<file path="config.mk">
export PLATFORM = sky130hd
export DESIGN_NAME = pad_function_multiplexer
export DESIGN_NICKNAME = d
export VERILOG_FILES = /design/src/rtl/pad_mux_pkg.sv /design/src/rtl/pad_input_select.sv /design/src/rtl/pad_function_multiplexer.sv
export VERILOG_INCLUDE_DIRS = /design/src /design/src/rtl
export SDC_FILE = /design/constraint.sdc
export NUM_CORES = 1
export LEC_CHECK = 0
export BUFFER_PORTS_ARGS = -buffer_cell sky130_fd_sc_hd__buf_2
export CAP_MARGIN = 20
export CORE_AREA = 2 2 145 147
export CTS_CLUSTER_DIAMETER = 200
export CTS_CLUSTER_SIZE = 28
export DETAILED_ROUTE_END_ITERATION = 12
export DIE_AREA = 0 0 147 149
export PLACE_DENSITY = 0.6
export SKIP_CTS_REPAIR_TIMING = 1
export SLEW_MARGIN = 20
export SYNTH_ARGS = -nofsm -noshare
export SYNTH_HDL_FRONTEND = slang
export SYNTH_SLANG_ARGS = --single-unit
</file>
<file path="constraint.sdc">
create_clock -name clk_sys_i -period 3.4 [get_ports clk_sys_i]
set_input_delay 0.34 -clock clk_sys_i [delete_from_list [all_inputs] [get_ports clk_sys_i]]
set_output_delay 0.34 -clock clk_sys_i [all_outputs]
set_load 0.01 [all_outputs]
</file>
<file path="src/rtl/pad_mux_map.svh">
// constants for the pad function multiplexer
`ifndef PAD_MUX_MAP_SVH
`define PAD_MUX_MAP_SVH

// ----------------------------------------
// pad configuration field positions
// ----------------------------------------
`define PCFG_SEL_LSB 0
`define PCFG_SEL_MSB 1
`define PCFG_INBUF_BIT 2
`define PCFG_EDGE_BIT 3
`define PCFG_WIDTH 4

// ----------------------------------------
// reset values and codes
// ----------------------------------------
`define PCFG_RESET 4'h0
`define SEL_PRIMARY 2'h0
`define SEL_ALT_ONE 2'h1
`define SEL_ALT_TWO 2'h2
`define SEL_ALT_THREE 2'h3
`define EDGE_SLOW 1'h0
`define EDGE_MEDIUM 1'h1

`endif

</file>
<file path="src/rtl/pad_mux_pkg.sv">
// types for the pad function multiplexer
`default_nettype none

package pad_mux_pkg;

  typedef struct packed {
    logic edge_rate_ctrl;
    logic input_buffer_en;
    logic [1:0] alt_function_select;
  } pad_config_t;

  typedef struct packed {
    logic [3:0] dout;
    logic [3:0] oe;
  } pad_func_t;

endpackage

`default_nettype wire

</file>
<file path="src/rtl/pad_input_select.sv">
// per-peripheral pad selection for input functions
`default_nettype none

module pad_input_select #(
  parameter int NUM_PADS = 16,
  parameter int NUM_INPUTS = 4,
  parameter int SEL_W = 4
) (
  // clock and reset
  input wire logic clk_sys_i,
  input wire logic reset_n_i,
  // pad inputs and choices
  input wire logic [NUM_PADS-1:0] pad_in_i,
  input wire logic [NUM_PADS-1:0] pad_inbuf_en_i,
  input wire logic [NUM_INPUTS*SEL_W-1:0] peripheral_pad_choice_i,
  // peripheral inputs
  output logic [NUM_INPUTS-1:0] periph_in_o
);

  logic [NUM_INPUTS-1:0] in_reg;
  logic [NUM_INPUTS-1:0] in_next;

  // ----------------------------------------
  // input source selection
  // ----------------------------------------
  always_comb begin
    logic [SEL_W-1:0] idx;
    idx = '0;
    for (int k = 0; k < NUM_INPUTS; k++) begin
      idx = peripheral_pad_choice_i[k*SEL_W +: SEL_W];
      in_next[k] = 1'b0;
      if (int'(idx) < NUM_PADS) begin
        in_next[k] = pad_in_i[idx] & pad_inbuf_en_i[idx];
      end
    end
  end

  always_ff @(posedge clk_sys_i) begin
    if (!reset_n_i) begin
      in_reg <= '0;
    end else begin
      in_reg <= in_next;
    end
  end

  assign periph_in_o = in_reg;

endmodule

`default_nettype wire

</file>
<file path="src/rtl/pad_function_multiplexer.sv">
// pad function multiplexer top
`include "pad_mux_map.svh"
`default_nettype none

module pad_function_multiplexer #(
  parameter int NUM_PADS = 16,
  parameter int NUM_INPUTS = 4,
  parameter int SEL_W = 4
) (
  // clock and reset
  input wire logic clk_sys_i,
  input wire logic reset_n_i,
  // configuration
  input wire logic [NUM_PADS-1:0] cfg_we_i,
  input wire pad_mux_pkg::pad_config_t [NUM_PADS-1:0] pad_config_wdata_i,
  input wire logic [NUM_INPUTS*SEL_W-1:0] input_source_select_reg_i,
  output pad_mux_pkg::pad_config_t [NUM_PADS-1:0] pad_config_reg_o,
  // peripheral side
  input wire pad_mux_pkg::pad_func_t [NUM_PADS-1:0] periph_func_i,
  output logic [NUM_PADS-1:0] periph_pad_in_o,
  output logic [NUM_INPUTS-1:0] periph_sel_in_o,
  // pads
  input wire logic [NUM_PADS-1:0] pad_in_i,
  output logic [NUM_PADS-1:0] pad_out_o,
  output logic [NUM_PADS-1:0] pad_oe_n_o,
  output logic [NUM_PADS-1:0] pad_edge_rate_o
);

  // ----------------------------------------
  // state and next values
  // ----------------------------------------
  pad_mux_pkg::pad_config_t [NUM_PADS-1:0] cfg_reg;
  pad_mux_pkg::pad_config_t [NUM_PADS-1:0] cfg_next;

  logic [NUM_PADS-1:0] sync1_reg;
  logic [NUM_PADS-1:0] sync1_next;
  logic [NUM_PADS-1:0] sync2_reg;
  logic [NUM_PADS-1:0] sync2_next;

  logic [NUM_PADS-1:0] out_reg;
  logic [NUM_PADS-1:0] out_next;
  logic [NUM_PADS-1:0] oe_n_reg;
  logic [NUM_PADS-1:0] oe_n_next;

  logic [NUM_PADS-1:0] edge_reg;
  logic [NUM_PADS-1:0] edge_next;

  logic [NUM_PADS-1:0] pin_reg;
  logic [NUM_PADS-1:0] pin_next;
  logic [NUM_PADS-1:0] inbuf_vec;

  // ----------------------------------------
  // function decoding
  // ----------------------------------------
  function automatic logic pick_function(
    input logic [3:0] vec,
    input logic [1:0] sel
  );
    logic bit_sel;
    bit_sel = 1'b0;
    case (sel)
      `SEL_PRIMARY: begin
        bit_sel = vec[0];
      end
      `SEL_ALT_ONE: begin
        bit_sel = vec[1];
      end
      `SEL_ALT_TWO: begin
        bit_sel = vec[2];
      end
      `SEL_ALT_THREE: begin
        bit_sel = vec[3];
      end
      default: begin
        bit_sel = 1'b0;
      end
    endcase
    return bit_sel;
  endfunction

  function automatic logic pad_enable_n(
    input logic [3:0] oe,
    input logic [1:0] sel
  );
    return ~pick_function(oe, sel);
  endfunction

  // ----------------------------------------
  // configuration registers
  // ----------------------------------------
  always_comb begin
    cfg_next = cfg_reg;
    for (int p = 0; p < NUM_PADS; p++) begin
      if (cfg_we_i[p]) begin
        cfg_next[p] = pad_config_wdata_i[p];
      end
    end
  end

  always_ff @(posedge clk_sys_i) begin
    if (!reset_n_i) begin
      cfg_reg <= {NUM_PADS{`PCFG_RESET}};
    end else begin
      cfg_reg <= cfg_next;
    end
  end

  // ----------------------------------------
  // pad input synchroniser
  // ----------------------------------------
  always_comb begin
    sync1_next = pad_in_i;
    sync2_next = sync1_reg;
  end

  always_ff @(posedge clk_sys_i) begin
    if (!reset_n_i) begin
      sync1_reg <= '0;
      sync2_reg <= '0;
    end else begin
      sync1_reg <= sync1_next;
      sync2_reg <= sync2_next;
    end
  end

  // ----------------------------------------
  // output function steering
  // ----------------------------------------
  always_comb begin
    out_next = '0;
    oe_n_next = '1;
    for (int p = 0; p < NUM_PADS; p++) begin
      out_next[p] = pick_function(periph_func_i[p].dout,
        cfg_reg[p].alt_function_select);
      oe_n_next[p] = pad_enable_n(periph_func_i[p].oe,
        cfg_reg[p].alt_function_select);
    end
  end

  always_ff @(posedge clk_sys_i) begin
    if (!reset_n_i) begin
      out_reg <= '0;
      oe_n_reg <= '1;
    end else begin
      out_reg <= out_next;
      oe_n_reg <= oe_n_next;
    end
  end

  // ----------------------------------------
  // edge rate control
  // ----------------------------------------
  always_comb begin
    edge_next = '0;
    for (int p = 0; p < NUM_PADS; p++) begin
      edge_next[p] = cfg_reg[p].edge_rate_ctrl;
    end
  end

  always_ff @(posedge clk_sys_i) begin
    if (!reset_n_i) begin
      edge_reg <= {NUM_PADS{`EDGE_SLOW}};
    end else begin
      edge_reg <= edge_next;
    end
  end

  // ----------------------------------------
  // input buffer gating
  // ----------------------------------------
  always_comb begin
    inbuf_vec = '0;
    pin_next = '0;
    for (int p = 0; p < NUM_PADS; p++) begin
      inbuf_vec[p] = cfg_reg[p].input_buffer_en;
      pin_next[p] = sync2_reg[p] & inbuf_vec[p];
    end
  end

  always_ff @(posedge clk_sys_i) begin
    if (!reset_n_i) begin
      pin_reg <= '0;
    end else begin
      pin_reg <= pin_next;
    end
  end

  // ----------------------------------------
  // shared input selection
  // ----------------------------------------
  pad_input_select #(
    .NUM_PADS(NUM_PADS),
    .NUM_INPUTS(NUM_INPUTS),
    .SEL_W(SEL_W)
  ) u_in_sel (
    .clk_sys_i(clk_sys_i),
    .reset_n_i(reset_n_i),
    .pad_in_i(sync2_reg),
    .pad_inbuf_en_i(inbuf_vec),
    .peripheral_pad_choice_i(input_source_select_reg_i),
    .periph_in_o(periph_sel_in_o)
  );

  // ----------------------------------------
  // output ports
  // ----------------------------------------
  assign pad_config_reg_o = cfg_reg;
  assign pad_out_o = out_reg;
  assign pad_oe_n_o = oe_n_reg;
  assign pad_edge_rate_o = edge_reg;
  assign periph_pad_in_o = pin_reg;

endmodule

`default_nettype wire

</file>
Word level (Yosys, flattened, before mapping)
Index checks and enable logic that the tools add are counted.
Cells by class
  reductions and logical operators: 16
  bitwise logic cells: 36
  magnitude comparators: 4
  mux-type cells: 48
  eq/ne operators: 48
Operators with widths (number)
  1-bit one-hot mux with 4 select lines: 32
  2-bit equality test, second input constant: 32
  1-bit binary-select mux with 4-bit select: 8
  2-bit by 1-bit equality test with 1-bit output, second input constant: 16
  2-bit zero test: 16
  1-bit bitwise AND: 20
  4-bit by 5-bit less-than comparator with 1-bit output, second input constant: 4
  1-bit NOT: 16
  1-bit 2-to-1 mux: 8
Word-level totals
  register bits after elaboration: 164
  logic and storage cells: 207

Depth between registers and ports, before layout
Gate-level depths: netlist (run 1).
  word-level depth: 3
  depth in mapped cells: 5
  mapped depth without buffers: 4

Cells and area by module
A second synthesis (run 1) with hierarchy kept.
Unflattened totals
  cell total of the unflattened synthesis: 560
  area, all modules: 6470.0 um^2
Modules (own cells, without submodules)
  pad_function_multiplexer: times used 1, area each 5723.0 um^2, cells an instance 449
  pad_input_select: times used 1, area each 747.0 um^2, cells an instance 111

Worst setup path before layout (run 1)
Ideal clock, no wire load.
  path type: register -> register
  start point: reg cfg_reg (netlist bit pad_config_reg_o[34])
  end point: reg u_in_sel.in_reg[3], in the netlist u_in_sel.periph_in_o[3]
  path buffers: 0
  stages on the path, launching flop included: 5
  path slack: 1.907 ns
  data arrival time: 1.434 ns
  cells stage by stage: dfxtp_1 -> nand2_1 -> mux4_2 -> a2111oi_2 -> a31o_1
Between the ends
  word-level cells in the longest chain between the ends: 3
Ends and longest elaborated chain
  start: declaration: RTL line pad_function_multiplexer.sv:32  | pad_mux_pkg::pad_config_t [NUM_PADS-1:0] cfg_reg;
  start signal: assignment: RTL line pad_function_multiplexer.sv:102  | cfg_reg <= {NUM_PADS{`PCFG_RESET}};
  start signal: assignment: RTL line pad_function_multiplexer.sv:104  | cfg_reg <= cfg_next;
  1-bit binary-select mux with 4-bit select: RTL line pad_input_select.sv:33  | in_next[k] = pad_in_i[idx] & pad_inbuf_en_i[idx];
  1-bit 2-to-1 mux (not written as such): RTL line pad_input_select.sv:33
  1-bit bitwise AND: RTL line pad_input_select.sv:33
  end signal: assignment: RTL line pad_input_select.sv:42  | in_reg <= in_next;
  end: declaration: RTL line pad_input_select.sv:20  | logic [NUM_INPUTS-1:0] in_reg;
Every way passes these cells. The select of a mux whose other input is x is not followed.
A chain may end at the register's enable or synchronous reset.

Worst setup path after layout (run 1)
  start point: reg cfg_reg (netlist bit pad_config_reg_o[38])
  end point: reg u_in_sel.in_reg[3], in the netlist u_in_sel.periph_in_o[3]
The elaborated chain is that of the path after synthesis.

==> results of run 1 <==
-- cell families (layout without fill, tap and decap cells) --
kind of cell / after synthesis / in the layout / share of synthesized area (%)
AOI/OAI and AO/OA: 38 / 38 / 4.86
buffers and inverters: 41 / 410 / 2.50
DFF: 164 / 164 / 52.9
muxes: 98 / 98 / 22.7
and+or+nand+nor: 218 / 218 / 17.0
-- metal layers --
metal / GRT usage (%) / up-vias
met2: 30.4 / 206
met4: 6.20 / 2
met1: 21.9 / 2595
li1: - / 2674
met5: 0 / -
met3: 4.86 / 30
-- worst paths after layout --
path	to	slack (ns)	depth (start not counted)
setup / recovery	u_in_sel.periph_in_o[3]	1.70	4
hold / removal	sync1_reg[11]	0.13	2
hold reg to reg	sync2_reg[12]	0.43	1
setup reg to reg	u_in_sel.periph_in_o[3]	1.70	4
-- worst reg2reg max path: stages (launching register included) --
cell	delay, ns
dfxtp_1	0.39
nand2_1	0.21
mux4_2	0.53
a2111oi_2	0.37
a31o_1	0.15
-- metrics by stage --
step / setup slack (ns) / cells
floorplan: 1.91 / 559
global placement: 1.21 / 1172
detailed placement: 1.20 / 1172
CTS: 1.65 / 1203
global route: 1.58 / 1203
finish: 1.70 / 1203
-- cells in the mapped netlist --
master / n / area (um^2)
mux4_2: 34 / 766
a21oi_1: 1 / 5.00
clkinv_1: 1 / 3.75
o41ai_1: 1 / 8.76
a31o_1: 1 / 8.76
and2_1: 64 / 400
nor2b_1: 6 / 37.5
inv_1: 2 / 7.51
nor2_1: 78 / 293
a2111oi_2: 1 / 15.0
inv_2: 1 / 3.75
o2111a_1: 3 / 33.8
o21ai_0: 5 / 25.0
nand4_1: 1 / 6.26
nand3b_1: 3 / 22.5
and3_1: 4 / 25.0
o22ai_1: 2 / 12.5
o211ai_1: 12 / 90.1
clkbuf_1: 18 / 67.6
buf_1: 18 / 67.6
mux2i_1: 64 / 641
a31oi_1: 1 / 6.26
nand2_1: 30 / 113
buf_2: 1 / 5.00
dfxtp_1: 164 / 3280
nor3_1: 1 / 5.00
nand3_1: 31 / 155
o311ai_0: 4 / 35.0
o2111ai_1: 7 / 61.3
-- cell type report --
class                      instances  area (um^2)  share of cell area, %
tap                              275          344                   3.88
timing repair buffer             375         1880                   21.2
clock inverter                     8          103                   1.16
multi-input combinational        354         2770                   31.2
clock buffer                      23          468                   5.28
inverter                           4         15.0                  0.169
sequential                       164         3280                   37.1
-- power groups by stage --
stage          clock [uW]  combinational [uW]  sequential (uW)
6_report             1860                 550             2110
5_1_grt              2000                 599             2120
4_1_cts              1930                 558             2110
3_5_place_dp            0                 555             2150
3_3_place_gp            0                 550             2150
2_1_floorplan           0                 233             2170
==> results by group, run 1 <==
Status
  – Outcome: complete, no violations

Setup path
  – CP endpoint kind: flip-flop
  – Crit path largest cell delay: 0.53 ns
  – WS Path Type: reg -> reg
  – Slowest stage cell, crit path: mux4_2
  – Reg2reg start: pad_config_reg_o[38]
  – CP startpoint: pad_config_reg_o[38]
  – Cell breakdown of the critical path: nand2_1, mux4_2, a2111oi_2, a31o_1
  – CP delay by family, top: multiplexers
  – Critical Path AT: slightly above 2 ns
  – Crit-path max FO: 5
  – WP data required: 3.76 ns
  – CP Launch Type: flip-flop
  – Buf/Inv on CP: 0

Global route
  – Global-route wire length before repair: 29.6 mm
  – Largest net degree at the start of global routing: 60
  – Antenna violations before repair: 1
  – GRT Overall Usage: 17.8%
  – Vias in the first global route: 5270
  – GRT overflow: 0

Clock tree
  – Clock transition at path regs: 0.06 ns
  – CTS tree: yes
  – CTS H-Tree Depth: 4
  – Clk_lat worst skew: 0.41 ns
  – Sink Count: 164
  – CTS Root Cell: clkbuf_16
  – Num CTS Buffers: 17
  – CTS max path bufs: 2

Finish
  – Final instance area: 8860 um^2
  – Fillers: 2069
  – Number of nets in the layout: 1158
  – Most common cell after layout, fill and taps aside: buf_2
  – Syn-to-layout area delta: 42.8%
  – Most frequent cells in the layout: 373 x buf_2, 164 x dfxtp_1, 78 x nor2_1, 64 x mux2i_1, 64 x and2_1
  – N_diodes: 0
  – Layout cell share with drive strength beyond 1: 47.3%
  – Max FFs per register: 64
  – Final core area utilization: 43.1%

Timing
  – Max_slew headroom: 33.4%
  – Minimum clock period after layout: around 1.7 ns
  – Final Skew: about 0.0096 ns
  – RSZ-0062 raised after global routing: false
  – Final setup TNS: 0 ns
  – Final setup violation count: 0
  – Worst hold margin: 0.127 ns
  – Slew @ Worst Pin: 0.999 ns
  – Pins Over Slew Limit: 0
  – Final count of hold timing violations: 0
  – Max Clk Rate: 590 MHz
  – Final period util: approximately half

Power and ir drop
  – Seq pwr share: 46.6%
  – Comb power frac: 12.2%
  – LEAKAGE: 0.00428 uW
  – P_sw: 1080 uW
  – Sw Share: 23.9%
  – Maximum vdd drop: around 0.28 mV
  – PwrDens: 510 nW/um^2
  – Internal Power: 3440 uW
  – Total power: 4520 uW
  – Clock Power Share: 41.2%

Placed design
  – DP Area: slightly above 8000 um^2
  – GPL Wtd Cong: 0.839
  – DP HPWL: 16.1 mm
  – Number of port buffers: 373

Synthesis
  – Post-Syn Nets: 801
  – Gate Count Post-Synth: 559
  – Ys Warns: 0
  – Seq/Total Area, Yosys: between 50% and 60%
  – Synth cell types: 29
  – Flops & latches, synth: 164
  – Avg Cell Area, Syn: 11.1 um^2
  – Area of the mapped netlist: 6200 um^2

Detailed routing
  – Metal-1 WL: between 8 and 9 mm
  – Routed wire per std cell: 17.1 um
  – Vias: 5507
  – Via density per instance: 4.58
  – Final wirelength: 20.6 mm
  – DRT iter0 DRCs: 192
  – Max Used Layer: met5
  – Post-route ant nets: 0
  – # DRC: 0
  – Initial DRT Pass Iterations: 4
  – Met2 Wirelength: 10.3 mm
  – Met3 wire len: 1.28 mm

Run
  – Max Cap Viol: 0

Die
  – Boundary Pins: 374
  – Starting density of the core: 30.2%
  – Die footprint: 21900 um^2
  – Core area: 20600 um^2
  – # rows: 53
  – Die Height: 149 um
  – Die Width: 147 um

Hold path
  – Hold WC Path Type: in -> reg
  – HP Start: pad_in_i[11]
(Power assumes the default switching activity.)
==> run 2: changes to the inputs <==
ABC_AREA = 1   (was unset)
CORE_AREA = 2 2 146 148   (was 2 2 145 147)
DIE_AREA = 0 0 148 150   (was 0 0 147 149)
PLACE_DENSITY = 0.63   (was 0.6)
clock period = 1.4 ns   (was 3.4 ns; I/O delays follow)
==> results by group, run 2 <==
Finish
  – Number of nets in the layout: around 1600
  – Most common cell after layout, fill and taps aside: buf_2
  – Most frequent cells in the layout: 372 x buf_2, 175 x nand2_1, 164 x dfxtp_1, 116 x inv_1, 113 x o21ai_0
  – Syn-to-layout area delta: 53.3%
  – Final instance area: 9850 um^2
  – Max FFs per register: 64
  – Layout cell share with drive strength beyond 1: 31.1%
  – Final core area utilization: between 40% and 50%
  – Fillers: 2069

Global route
  – Largest net degree at the start of global routing: 59
  – GRT overflow: 0
  – GRT Overall Usage: 20.7%
  – Global-route wire length before repair: 35.6 mm
  – Vias in the first global route: 6659
  – Antenna violations before repair: 2

Synthesis
  – Avg Cell Area, Syn: 7.35 um^2
  – Post-synth top cells: 175 x nand2_1, 164 x dfxtp_1, 116 x inv_1
  – Yosys top cell by area: dfxtp_1
  – Flops & latches, synth: 164
  – Share of the synthesized area in the top cell type: approximately half
  – Ys Warns: 0
  – Seq/Total Area, Yosys: 51.1%
  – Area of the mapped netlist: 6430 um^2
  – Synth Flop Type: dfxtp_1
  – Synth area leaders: dfxtp_1 51%, nand2_1 10%, o21ai_0 8.8%
  – Most frequent cell after synthesis: nand2_1
  – Gate Count Post-Synth: 875
  – Post-Syn Nets: 1117
  – Synth cell types: 16
  – Ys async rst share: 0%
  – Post-synth EDFFs: 0

Setup path
  – Cell breakdown of the critical path: buf_2
  – Slowest stage cell, crit path: dfxtp_1
  – Crit path largest cell delay: ~0.50 ns
  – CP endpoint kind: output port
  – CP delay by family, top: flip-flops
  – Crit-path max FO: 4
  – WS Path Type: reg -> out
  – CP Launch Type: flip-flop
  – Critical Path AT: 1.12 ns
  – Buf/Inv on CP: 1
  – WP data required: 1.26 ns

Clock tree
  – CTS tree: yes
  – Sink Count: 164
  – CTS Root Cell: clkbuf_16
  – Clk_lat worst skew: roughly 0.42 ns
  – CTS max path bufs: 2
  – CTS H-Tree Depth: 4
  – Num CTS Buffers: 17
  – Clock transition at path regs: 0.07 ns

Detailed routing
  – Met2 Wirelength: 12.3 mm
  – Via density per instance: 4.70
  – Max Used Layer: met4
  – Initial DRT Pass Iterations: 5
  – Post-route ant nets: 0
  – Final wirelength: 24.9 mm
  – Vias: 7548
  – Metal-1 WL: 10.2 mm
  – Met3 wire len: approximately 1.8 mm
  – # DRC: 0
  – DRT iter0 DRCs: 387
  – Routed wire per std cell: 15.5 um

Timing
  – Final setup violation count: 0
  – Max Clk Rate: roughly 790 MHz
  – Max_slew headroom: 79.9%
  – Final Skew: roughly 0.012 ns
  – PnR worst setup slack: 0.140 ns
  – Pins Over Slew Limit: 0
  – Worst hold margin: -0.0145 ns
  – Slew @ Worst Pin: 0.297 ns
  – Minimum clock period after layout: 1.26 ns
  – RSZ-0062 raised after global routing: false
  – Final count of hold timing violations: 2
  – Final period util: 90.0%
  – Final setup TNS: 0 ns

Power and ir drop
  – Internal Power: 8440 uW
  – Sw Share: a little over a quarter
  – Clock Power Share: 40.5%
  – Comb power frac: 14.7%
  – P_sw: about 3100 uW
  – Maximum vdd drop: 0.744 mV
  – LEAKAGE: 0.00527 uW
  – Seq pwr share: 44.7%
  – PwrDens: about 1200 nW/um^2

Placed design
  – Number of port buffers: 373
  – DP HPWL: 19.1 mm
  – Pre-CTS setup slack: 0.152 ns
  – DP Area: approximately 8600 um^2
  – GPL Wtd Cong: 0.917

Die
  – Die Width: 148 um
  – Die Height: 150 um
  – # rows: 53
  – Die footprint: about 22000 um^2
  – Core area: ~21000 um^2
  – Boundary Pins: approximately 370
  – Starting density of the core: between 30% and 40%

Status
  – Failing checks: hold timing
  – Outcome: finished, violations left

Run
  – Max Cap Viol: 0

Hold path
  – Hold WC Path Type: in -> reg
==> run 2: cell count changes after synthesis, sizes merged, moves of 21 or more <==
cell   before  now
inv         3  122
o21ai       5  113
a21oi       1   36
and2       64    0
mux2i      64    0
mux4       34    0
nor2       78   99
nand3      31  112
nand2      30  175
==> run 2: kinds of logic (layout without fill, tap and decap cells) <==
kind of cell           after synthesis  count (layout)  share of synthesized area (%)
AOI/OAI and AO/OA                  181             181                           15.2
and+or+nand+nor                    387             387                           24.9
buffers and inverters              143             598                           8.86
other                                0               2                              0
DFF                                164             164                           51.1
==> run 2: per-layer routing <==
metal	GRT usage, %	vias to the layer above
li1	-	3732
met1	25.3	3455
met2	35.9	319
met3	4.82	42
met4	7.05	0
met5	0	-
==> run 2: power groups by stage <==
stage | registers [uW] | clock network [uW] | logic [uW]
2_1_floorplan | 5350 | 0 | 612
3_3_place_gp | 5280 | 0 | 1540
3_5_place_dp | 5280 | 0 | 1550
4_1_cts | 5170 | 4790 | 1550
5_1_grt | 5210 | 4960 | 1900
6_report | 5180 | 4690 | 1700
==> run 2: final timing paths <==
path | slack (ns) | end | depth (start not counted) | from
hold / removal | -0.01 | pad_out_o[6] | 3 | periph_func_i[52]
setup reg to reg | 0.17 | u_in_sel.periph_in_o[0] | 8 | pad_config_reg_o[30]
hold reg to reg | 0.41 | sync2_reg[6] | 2 | sync1_reg[6]
setup / recovery | 0.14 | pad_config_reg_o[30] | 1 | pad_config_reg_o[30]
==> run 2: final cells by class <==
class,instances,area [um^2],area share [%]
well taps,275,344,3.49
flip-flops and latches,164,3280,33.3
clock buffers,21,450,4.57
repair buffers,445,2620,26.5
inverters,122,458,4.65
diodes,2,5.00,0.0508
multi-input cells,568,2570,26.1
clock inverters,10,123,1.24
==> run 2: stage by stage <==
stage	power (uW)	instances	hold WS, ns
2_1_floorplan	5960	875	0.238
3_3_place_gp	6820	1507	0.320
3_5_place_dp	6830	1507	0.324
4_1_cts	11500	1538	-0.122
5_1_grt	12100	1607	0.00106
6_report	11600	1607	-0.0145
==> run 2: worst min-delay path: stages <==
cell	delay [ns]
buf_2	0.08
o311ai_0	0.10
inv_1	0.06
